## src/logic/tspm_pkg.sv

```systemverilog
// Package of constants and types for the test signal probe mux
// ====================================================================
// Contract
// Setting the analog probe enable bit 7 routes the analog mux output through the buffer to the probe pin.
// While the analog path is on, the converter channel-select field picks the analog signal.
// Setting the digital probe enable bit 6 routes the digital mux output to the probe pin.
// The digital probe select field in bits 4 to 0 picks the digital signal, e.g. 00111 overcurrent, 10011 PWM.
// With both enables set only the digital mux output reaches the probe pin.
// With both enables clear the probe pin keeps its normal general-purpose function.
// All writable control bits reset to zero and bit 5 always reads zero with writes ignored.
package tspm_pkg;
    // ================================================================
    // Register map
    localparam logic [3:0] TSPM_CONTROL_OFFSET = 4'h0;
    localparam logic [3:0] TSPM_CHANNEL_OFFSET = 4'h4;
    localparam logic [3:0] TSPM_STATUS_OFFSET = 4'h8;
    localparam int TSPM_ANALOG_EN_BIT = 7;
    localparam int TSPM_DIGITAL_EN_BIT = 6;
    localparam logic [7:0] TSPM_CONTROL_WMASK = 8'hDF;
    localparam logic [7:0] TSPM_CONTROL_RESET = 8'h00;
    localparam logic [4:0] TSPM_CHANNEL_RESET = 5'h00;
    localparam logic [4:0] TSPM_SEL_OVERCURRENT = 5'h07;
    localparam logic [4:0] TSPM_SEL_PWM_OUT = 5'h13;
    localparam logic [1:0] TSPM_RESP_OKAY = 2'h0;
    localparam logic [1:0] TSPM_RESP_SLVERR = 2'h2;
    // ================================================================
    // Probe route selection
    typedef enum logic [1:0] {
        TSPM_ROUTE_GPIO = 2'b00,
        TSPM_ROUTE_ANALOG = 2'b01,
        TSPM_ROUTE_DIGITAL = 2'b10
    } tspm_route_type;
    typedef struct packed {
        logic analog_probe_enable;
        logic digital_probe_enable;
        logic [4:0] digital_probe_select;
    } tspm_ctrl_type;
endpackage : tspm_pkg

```

## src/logic/tspm_top.sv

```systemverilog
// Test signal probe mux with AXI4-Lite register slave
`timescale 1ns/100ps
module tspm_top (
    // Clock and reset
    input wire logic aclk,
    input wire logic aresetn,
    // AXI4-Lite write
    input wire logic [3:0] s_axi_awaddr,
    input wire logic s_axi_awvalid,
    output logic s_axi_awready,
    input wire logic [31:0] s_axi_wdata,
    input wire logic [3:0] s_axi_wstrb,
    input wire logic s_axi_wvalid,
    output logic s_axi_wready,
    output logic [1:0] s_axi_bresp,
    output logic s_axi_bvalid,
    input wire logic s_axi_bready,
    // AXI4-Lite read
    input wire logic [3:0] s_axi_araddr,
    input wire logic s_axi_arvalid,
    output logic s_axi_arready,
    output logic [31:0] s_axi_rdata,
    output logic [1:0] s_axi_rresp,
    output logic s_axi_rvalid,
    input wire logic s_axi_rready,
    // Probe sources
    input wire logic [31:0] digital_sources,
    input wire logic gpio_out,
    input wire logic gpio_oe,
    // Probe pin and analog switch
    output logic probe_output_pin_o,
    output logic probe_output_pin_oe,
    output logic analog_buffer_enable,
    output logic [4:0] analog_channel_select
);
    import tspm_pkg::*;

    // ================================================================
    // Register state
    tspm_ctrl_type ctrl_reg, ctrl_next;
    logic [4:0] chan_reg, chan_next;
    logic aw_got_reg, aw_got_next;
    logic w_got_reg, w_got_next;
    logic [3:0] awaddr_reg, awaddr_next;
    logic [7:0] wbyte_reg, wbyte_next;
    logic wstrb0_reg, wstrb0_next;
    logic bvalid_reg, bvalid_next;
    logic [1:0] bresp_reg, bresp_next;
    logic rvalid_reg, rvalid_next;
    logic [1:0] rresp_reg, rresp_next;
    logic [31:0] rdata_reg, rdata_next;
    logic pin_o_reg, pin_o_next;
    logic pin_oe_reg, pin_oe_next;
    logic abuf_reg, abuf_next;
    logic [4:0] achan_reg, achan_next;
    logic awready_reg, awready_next;
    logic wready_reg, wready_next;
    logic arready_reg, arready_next;
    tspm_route_type route;
    logic route_out;
    logic route_oe;

    function automatic logic addr_known(input logic [3:0] a);
        addr_known = (a == TSPM_CONTROL_OFFSET) || (a == TSPM_CHANNEL_OFFSET)
            || (a == TSPM_STATUS_OFFSET);
    endfunction : addr_known

    function automatic logic [7:0] ctrl_read(input tspm_ctrl_type c);
        ctrl_read = {c.analog_probe_enable, c.digital_probe_enable, 1'b0,
            c.digital_probe_select};
    endfunction : ctrl_read

    tspm_route u_route (
        .ctrl(ctrl_reg),
        .digital_sources(digital_sources),
        .gpio_out(gpio_out),
        .gpio_oe(gpio_oe),
        .route(route),
        .pin_out(route_out),
        .pin_oe(route_oe)
    );

    // ================================================================
    // Bus next state
    always_comb begin
        ctrl_next = ctrl_reg;
        chan_next = chan_reg;
        aw_got_next = aw_got_reg;
        w_got_next = w_got_reg;
        awaddr_next = awaddr_reg;
        wbyte_next = wbyte_reg;
        wstrb0_next = wstrb0_reg;
        bvalid_next = bvalid_reg;
        bresp_next = bresp_reg;
        rvalid_next = rvalid_reg;
        rresp_next = rresp_reg;
        rdata_next = rdata_reg;
        if (s_axi_awvalid && !aw_got_reg && !bvalid_reg) begin
            aw_got_next = 1'b1;
            awaddr_next = s_axi_awaddr;
        end
        if (s_axi_wvalid && !w_got_reg && !bvalid_reg) begin
            w_got_next = 1'b1;
            wbyte_next = s_axi_wdata[7:0];
            wstrb0_next = s_axi_wstrb[0];
        end
        if (aw_got_reg && w_got_reg) begin
            aw_got_next = 1'b0;
            w_got_next = 1'b0;
            bvalid_next = 1'b1;
            bresp_next = addr_known(awaddr_reg) ? TSPM_RESP_OKAY : TSPM_RESP_SLVERR;
            if (wstrb0_reg && awaddr_reg == TSPM_CONTROL_OFFSET) begin
                ctrl_next = tspm_ctrl_type'({wbyte_reg[7:6], wbyte_reg[4:0]});
            end
            if (wstrb0_reg && awaddr_reg == TSPM_CHANNEL_OFFSET) begin
                chan_next = wbyte_reg[4:0];
            end
        end
        if (bvalid_reg && s_axi_bready) begin
            bvalid_next = 1'b0;
        end
        if (s_axi_arvalid && !rvalid_reg) begin
            rvalid_next = 1'b1;
            rresp_next = addr_known(s_axi_araddr) ? TSPM_RESP_OKAY : TSPM_RESP_SLVERR;
            unique case (s_axi_araddr)
                TSPM_CONTROL_OFFSET: rdata_next = {24'h000000, ctrl_read(ctrl_reg)};
                TSPM_CHANNEL_OFFSET: rdata_next = {27'h0000000, chan_reg};
                TSPM_STATUS_OFFSET: rdata_next = {30'h00000000, route};
                default: rdata_next = 32'h00000000;
            endcase
        end else if (rvalid_reg && s_axi_rready) begin
            rvalid_next = 1'b0;
        end
        // Ready from the next state, so the pins stay flop outputs
        awready_next = !aw_got_next && !bvalid_next;
        wready_next = !w_got_next && !bvalid_next;
        arready_next = !rvalid_next;
    end

    // ================================================================
    // Pin next state, registered so the pin never glitches on decode
    always_comb begin
        pin_o_next = route_out;
        pin_oe_next = route_oe;
        abuf_next = (route == TSPM_ROUTE_ANALOG);
        achan_next = chan_reg;
    end

    always_ff @(posedge aclk) begin
        if (!aresetn) begin
            ctrl_reg <= tspm_ctrl_type'({TSPM_CONTROL_RESET[7:6], TSPM_CONTROL_RESET[4:0]});
            chan_reg <= TSPM_CHANNEL_RESET;
            aw_got_reg <= 1'b0;
            w_got_reg <= 1'b0;
            awaddr_reg <= 4'h0;
            wbyte_reg <= 8'h00;
            wstrb0_reg <= 1'b0;
            bvalid_reg <= 1'b0;
            bresp_reg <= TSPM_RESP_OKAY;
            rvalid_reg <= 1'b0;
            rresp_reg <= TSPM_RESP_OKAY;
            rdata_reg <= 32'h00000000;
            pin_o_reg <= 1'b0;
            pin_oe_reg <= 1'b0;
            abuf_reg <= 1'b0;
            achan_reg <= TSPM_CHANNEL_RESET;
            awready_reg <= 1'b1;
            wready_reg <= 1'b1;
            arready_reg <= 1'b1;
        end else begin
            ctrl_reg <= ctrl_next;
            chan_reg <= chan_next;
            aw_got_reg <= aw_got_next;
            w_got_reg <= w_got_next;
            awaddr_reg <= awaddr_next;
            wbyte_reg <= wbyte_next;
            wstrb0_reg <= wstrb0_next;
            bvalid_reg <= bvalid_next;
            bresp_reg <= bresp_next;
            rvalid_reg <= rvalid_next;
            rresp_reg <= rresp_next;
            rdata_reg <= rdata_next;
            pin_o_reg <= pin_o_next;
            pin_oe_reg <= pin_oe_next;
            abuf_reg <= abuf_next;
            achan_reg <= achan_next;
            awready_reg <= awready_next;
            wready_reg <= wready_next;
            arready_reg <= arready_next;
        end
    end

    assign s_axi_awready = awready_reg;
    assign s_axi_wready = wready_reg;
    assign s_axi_bvalid = bvalid_reg;
    assign s_axi_bresp = bresp_reg;
    assign s_axi_arready = arready_reg;
    assign s_axi_rvalid = rvalid_reg;
    assign s_axi_rresp = rresp_reg;
    assign s_axi_rdata = rdata_reg;
    assign probe_output_pin_o = pin_o_reg;
    assign probe_output_pin_oe = pin_oe_reg;
    assign analog_buffer_enable = abuf_reg;
    assign analog_channel_select = achan_reg;
endmodule : tspm_top

```

## src/logic/tspm_route.sv

```systemverilog
// Route decision and digital source selection for the probe pin
`timescale 1ns/100ps
module tspm_route (
    // Control
    input wire tspm_pkg::tspm_ctrl_type ctrl,
    // Signal sources
    input wire logic [31:0] digital_sources,
    input wire logic gpio_out,
    input wire logic gpio_oe,
    // Result
    output tspm_pkg::tspm_route_type route,
    output logic pin_out,
    output logic pin_oe
);
    import tspm_pkg::*;
    always_comb begin
        if (ctrl.digital_probe_enable) begin
            route = TSPM_ROUTE_DIGITAL;
            pin_out = digital_sources[ctrl.digital_probe_select];
            pin_oe = 1'b1;
        end else if (ctrl.analog_probe_enable) begin
            route = TSPM_ROUTE_ANALOG;
            pin_out = 1'b0;
            pin_oe = 1'b0;
        end else begin
            route = TSPM_ROUTE_GPIO;
            pin_out = gpio_out;
            pin_oe = gpio_oe;
        end
    end
endmodule : tspm_route

```

## config.mk

```make
export PLATFORM = sky130hd
export DESIGN_NAME = tspm_top
export DESIGN_NICKNAME = d
export VERILOG_FILES = /design/src/logic/tspm_pkg.sv /design/src/logic/tspm_top.sv /design/src/logic/tspm_route.sv
export SDC_FILE = /design/constraint.sdc
export NUM_CORES = 1
export LEC_CHECK = 0
export BUFFER_PORTS_ARGS = -buffer_cell sky130_fd_sc_hd__buf_4
export CAP_MARGIN = 20
export CORE_ASPECT_RATIO = 2
export CORE_MARGIN = 2
export CORE_UTILIZATION = 40
export CTS_BUF_LIST = sky130_fd_sc_hd__clkbuf_8 sky130_fd_sc_hd__clkbuf_16
export CTS_CLUSTER_DIAMETER = 30
export DETAILED_ROUTE_END_ITERATION = 10
export HOLD_SLACK_MARGIN = 0.06
export PLACE_DENSITY = 0.75
export SLEW_MARGIN = 15
export SYNTH_ARGS = -nofsm -noshare
export SYNTH_HDL_FRONTEND = slang
export SYNTH_SLANG_ARGS = --single-unit
```

## constraint.sdc

```tcl
create_clock -name aclk -period 1.95 [get_ports aclk]
set_clock_uncertainty 0.2 [all_clocks]
set_input_delay 0.39 -clock aclk [delete_from_list [all_inputs] [get_ports aclk]]
set_output_delay 0.39 -clock aclk [all_outputs]
set_load 0.02 [all_outputs]
```

# Word-level counts from Yosys, hierarchy flattened
# Index checks and enable logic that the tools add are counted.
# Widths: inputs -> output; s select.
dict set report totals {
  ff_bits 76
}
dict set report classes {
  n_lt_le_gt_ge 1
  n_eq_ne 5
  muxes 19
  reduce_logical 28
}
# cell count
set op_table {}
lappend op_table {{$pmux 8 s3} 1}
lappend op_table {{$mux 1} 14}
lappend op_table {{$logic_and 1x1->1} 12}
lappend op_table {{$eq 4x3->1 const B} 2}
lappend op_table {{$eq 4x4->1 const B} 2}
lappend op_table {{$logic_not 1->1} 8}
lappend op_table {{$logic_not 4->1} 2}
lappend op_table {{$lt 5x6->1 const B} 1}
lappend op_table {{$mux 2} 3}
lappend op_table {{$bmux 1 s5} 1}
lappend op_table {{$logic_or 1x1->1} 4}
lappend op_table {{$reduce_and 2->1} 2}
lappend op_table {{$eq 2x1->1 const B} 1}

# Longest topological paths before layout
dict set report depth {
  word_depth 7
  ltp_mapped 5
  mapped_depth_nobuf 4
}

# Hierarchy
# A second synthesis with hierarchy kept.
dict set report hier_totals {
  cells_unflattened 237
  area_unflattened_um2 2333.5
}
# mod instances cells_each area_per_inst_um2 seq_area_each_um2
set modules_own_cells {}
lappend modules_own_cells {tspm_top 1 204 1984.4 960.9}
lappend modules_own_cells {tspm_route 1 33 349.1 0.0}

# Worst setup path after synthesis
# No wires, ideal clock.
dict set report synth_timing {
  path_kind {register to register}
  from {reg ctrl_reg[1] (netlist bit)}
  to {reg pin_o_reg, in the netlist probe_output_pin_o}
  setup_time_ps 116
  arrival_ps 1380
  required_time_ps 1634
  slack_ps 254
  stages_incl_launch_ff 6
  path_buffers 1
  period_less_slack_ps 1696
  cell_sequence {dfxtp_1 buf_6 mux4_1 nand3b_1 nand4_1 o211a_1}
}
dict set report synth_between {
  elab_chain_cells 3
}
# item line_no
set synth_lines {}
lappend synth_lines {{start: declaration} tspm_top.sv:40} ;# tspm_ctrl_type ctrl_reg, ctrl_next;
lappend synth_lines {{start signal: assignment} tspm_top.sv:151} ;# ctrl_reg <= tspm_ctrl_type'({TSPM_CONTROL_RESET[7:6], TSPM_CONTROL_RESET[4:0]});
lappend synth_lines {{start signal: assignment} tspm_top.sv:171} ;# ctrl_reg <= ctrl_next;
lappend synth_lines {{$bmux 1 s5} tspm_route.sv:19} ;# pin_out = digital_sources[ctrl.digital_probe_select];
lappend synth_lines {{$mux 1 (not written as such)} tspm_route.sv:19}
lappend synth_lines {{$mux 1} tspm_route.sv:17} ;# if (ctrl.digital_probe_enable) begin
lappend synth_lines {{end signal: assignment} tspm_top.sv:183} ;# pin_o_reg <= pin_o_next;
lappend synth_lines {{end: declaration} tspm_top.sv:52} ;# logic pin_o_reg, pin_o_next;
# No other way between the ends. The select of a mux whose other input is x is not followed.
# A chain may end at the register's enable or synchronous reset.

# Worst setup path after layout
# Same ends and word-level chain as after synthesis.

==> impl_results.md <==
- Port buffer count: approximately 80
- Power density cells: 675 nW/um2
- CP cell instances: buf_4 > mux2i_1 > mux4_2 > a31oi_1 > o211a_1
- Clock latency on the worst-skew pair: 300 ps
- Ports: ~130
- Fill count: 507
- Initial Util: 0.417
- Longest Clk Path Bufs: 2
- Post-synth top area share: 0.425
- Nets: between 300 and 400
- Clock transition at path regs: 90 ps
- Critical path endpoint category: register
- Post-Place Worst Slack: ~71 ps
- Area post-placement: about 2800 um2
- RSZ-0062 raised after global routing: no
- Post-synthesis compound-gate area fraction: 0.0521
- Die Y: about 110 um
- Mux share of post-synthesis cell area: 0.232
- #FFs+latches synth: 48
- CP startpoint kind: register
- VDD IR-drop max: between 0.6 and 0.7 mV
- Netlist cell types: 33
- First-pass GRT wire length: approximately 7700 um
- Number of global-route vias before repair: roughly 1700
- Post-cts hold buffer count: 0
- Crit Path Max Fanout: 7
- Switching Share: 0.259
- Critical path arrival: 1940 ps
- Synth Area in Adders: 0
- H-tree depth: 2
- Slowest stage cell on the critical path: dfxtp_1
- Num rows: 38
- CTS tree: built
- DRT antenna net count: 0
- Mean Syn Cell Area: 9.78 um2
- Leakage power: approximately 1.3 nW
- Die X: 57.1 um
- Comb pwr share: 0.154
- Total inserted antenna cells: 0
- Setup TNS: 0 ps
- Final WS setup: 51.0 ps
- Hold crit path type: input port to register
- Largest family of logic cells by synthesized area: multiplexers
- WP data required: between 1500 and 2000 ps
- Vias: around 1800
- Residual DRC: 0
- Area leader, netlist: dfxtp_1
- Min-Delay Endpoint: awaddr_reg[1]$_SDFFE_PN0P_
- Net Sw Power: about 0.0005 W
- Area delta synth->final: 28.4%
- Hold path start: s_axi_awaddr[1]
- Min Tclk post-route: ~1900 ps
- First-pass DRT Iterations: 4
- Worst stage delay on the critical path: 480 ps
- Commonest non-fill, non-tap cells in the layout: buf_4, dfxtp_1, nor2_1, mux2i_1, conb_1
- Simple-Gate Fraction of Synth Area: 0.164
- Post-route clock period utilization: 0.974
- Cells after synthesis: between 200 and 250
- Finished Cell Area: between 2000 and 3000 um2
- Largest net degree at the start of global routing: 28
- Internal power: roughly 0.0014 W
- Final Hold Vio Count: 0
- Clock sinks: 48
- GRT Total Usage: 0.158
- Fraction of layout cells with a size suffix above 1: 0.316
- Pwr Total: 0.00196 W
- R2r endpoint: probe_output_pin_o$_SDFF_PN0_
- Clock power frac: 0.315
- Launching point of the worst reg2reg path: ctrl_reg[1]$_SDFFE_PN0P_
- Initial antenna violation count: 0
- Total grt overflow: 0
- Number of instances resized during post-cts repair: 0
- Post-CTS Setup Inserts: 0
- GP Congestion: between 0.7 and 0.8
- Syn. warnings: 0
- Detailed Route WL: approximately 5100 um
- Reg power frac: 0.532
- Vias/cell: between 4 and 5
- Mapped cell area: 2260 um2
- DR WL/cell: 13.7 um
- Iteration-0 DRC Markers: 28
- Status: finished clean
- Most common cell after layout, fill and taps aside: buf_4
- Hold path depth: 3
- CP Class: register to register
- Sequential share of the synthesized area: 0.425
- Final Setup Violations: 0
- Max-capacitance violation count: 0
- Die Area: 6300 um2
- Xor/xnor cell area share of the yosys netlist: 0
- Core area: approximately 5400 um2
- FMAX: 527 MHz
- TritonCTS Buffers: 5
- Hpwl dp: a little over 4000 um
- Top cells by area, synth: dfxtp_1, mux2i_1, buf_4
- CTS Root Buffer Type: clkbuf_8
- Pins Over Slew Limit: 0
- Reg-to-reg slack, setup: 50 ps
- R2R depth: 5
## cell usage after synthesis
cell type / instances
dfxtp_1: 48
nor2_1: 38
mux2i_1: 35
buf_4: 27
a21oi_1: 13
clkbuf_1: 7
nand2_1: 7
and2_1: 5
inv_1: 5
buf_2: 4
mux4_1: 4
nand2b_1: 4
nor3_1: 4
mux4_2: 3
nand3_1: 3
o21ai_0: 3
and4bb_2: 2
nand4b_1: 2
nor2b_1: 2
or3_1: 2
a211oi_1: 1
a22oi_1: 1
a31oi_1: 1
buf_6: 1
clkinv_1: 1
conb_1: 1
nand3b_1: 1
nand4_1: 1
nor3b_1: 1
nor3b_2: 1
nor4b_1: 1
o211a_1: 1
o22ai_1: 1
## worst max path at each step
stage,from,endpoint,slack [ps],cells after the start
3_3_place_gp,ctrl_reg[1]$_SDFFE_PN0P_,probe_output_pin_o$_SDFF_PN0_,150,5
6_report,ctrl_reg[1]$_SDFFE_PN0P_,probe_output_pin_o$_SDFF_PN0_,50,5
4_1_cts,ctrl_reg[1]$_SDFFE_PN0P_,probe_output_pin_o$_SDFF_PN0_,40,5
2_1_floorplan,ctrl_reg[1]$_SDFFE_PN0P_,probe_output_pin_o$_SDFF_PN0_,250,5
5_1_grt,ctrl_reg[1]$_SDFFE_PN0P_,probe_output_pin_o$_SDFF_PN0_,20,5
3_5_place_dp,ctrl_reg[1]$_SDFFE_PN0P_,probe_output_pin_o$_SDFF_PN0_,70,5
## final cells by class
| cell class | instances | area (um2) | area share |
|---|---|---|---|
| Clock inverter | 2 | 15.0 | 0.00518 |
| Timing Repair Buffer | 84 | 631 | 0.218 |
| Inverter | 6 | 22.5 | 0.00777 |
| Clock buffer | 6 | 82.6 | 0.0285 |
| Tap cell | 60 | 75.1 | 0.0259 |
| Multi-Input combinational cell | 164 | 1110 | 0.384 |
| Sequential cell | 48 | 961 | 0.331 |
## power by group through the flow
stage,clock [W],sequential (W),combinational (W)
global placement,0,0.00106,0.000293
global route,0.000670,0.00105,0.000324
detailed placement,0,0.00107,0.000300
finish,0.000616,0.00104,0.000301
floorplan,0,0.00107,0.000195
CTS,0.000621,0.00104,0.000301
## per-stage QoR
step	hold slack, ps	util	instances
2_1_floorplan	248	-	257
3_5_place_dp	247	0.517	362
3_3_place_gp	243	0.517	362
6_report	119	0.535	370
4_1_cts	118	0.535	370
5_1_grt	119	0.535	370
## routing by layer
metal	global-route usage	wire length [um]	vias up
li1	-	-	890
met1	0.147	1690	853
met2	0.309	2940	76
met3	0.0362	273	11
met4	0.0847	148	0
met5	0	0	-
## logic make-up after synthesis
kind of cell / after synthesis
DFF: 48
and+or+nand+nor: 74
AOI/OAI and AO/OA: 21
buffers and inverters: 45
muxes: 42
other: 1
## worst max-delay path: cells and delay by family, from the launching register on
family	cells	cell delay [ps]
muxes	2	570
DFF	1	480
AOI/OAI and AO/OA	2	350
buffers and inverters	1	230
Note: power is estimated with default switching activity, not from simulation.
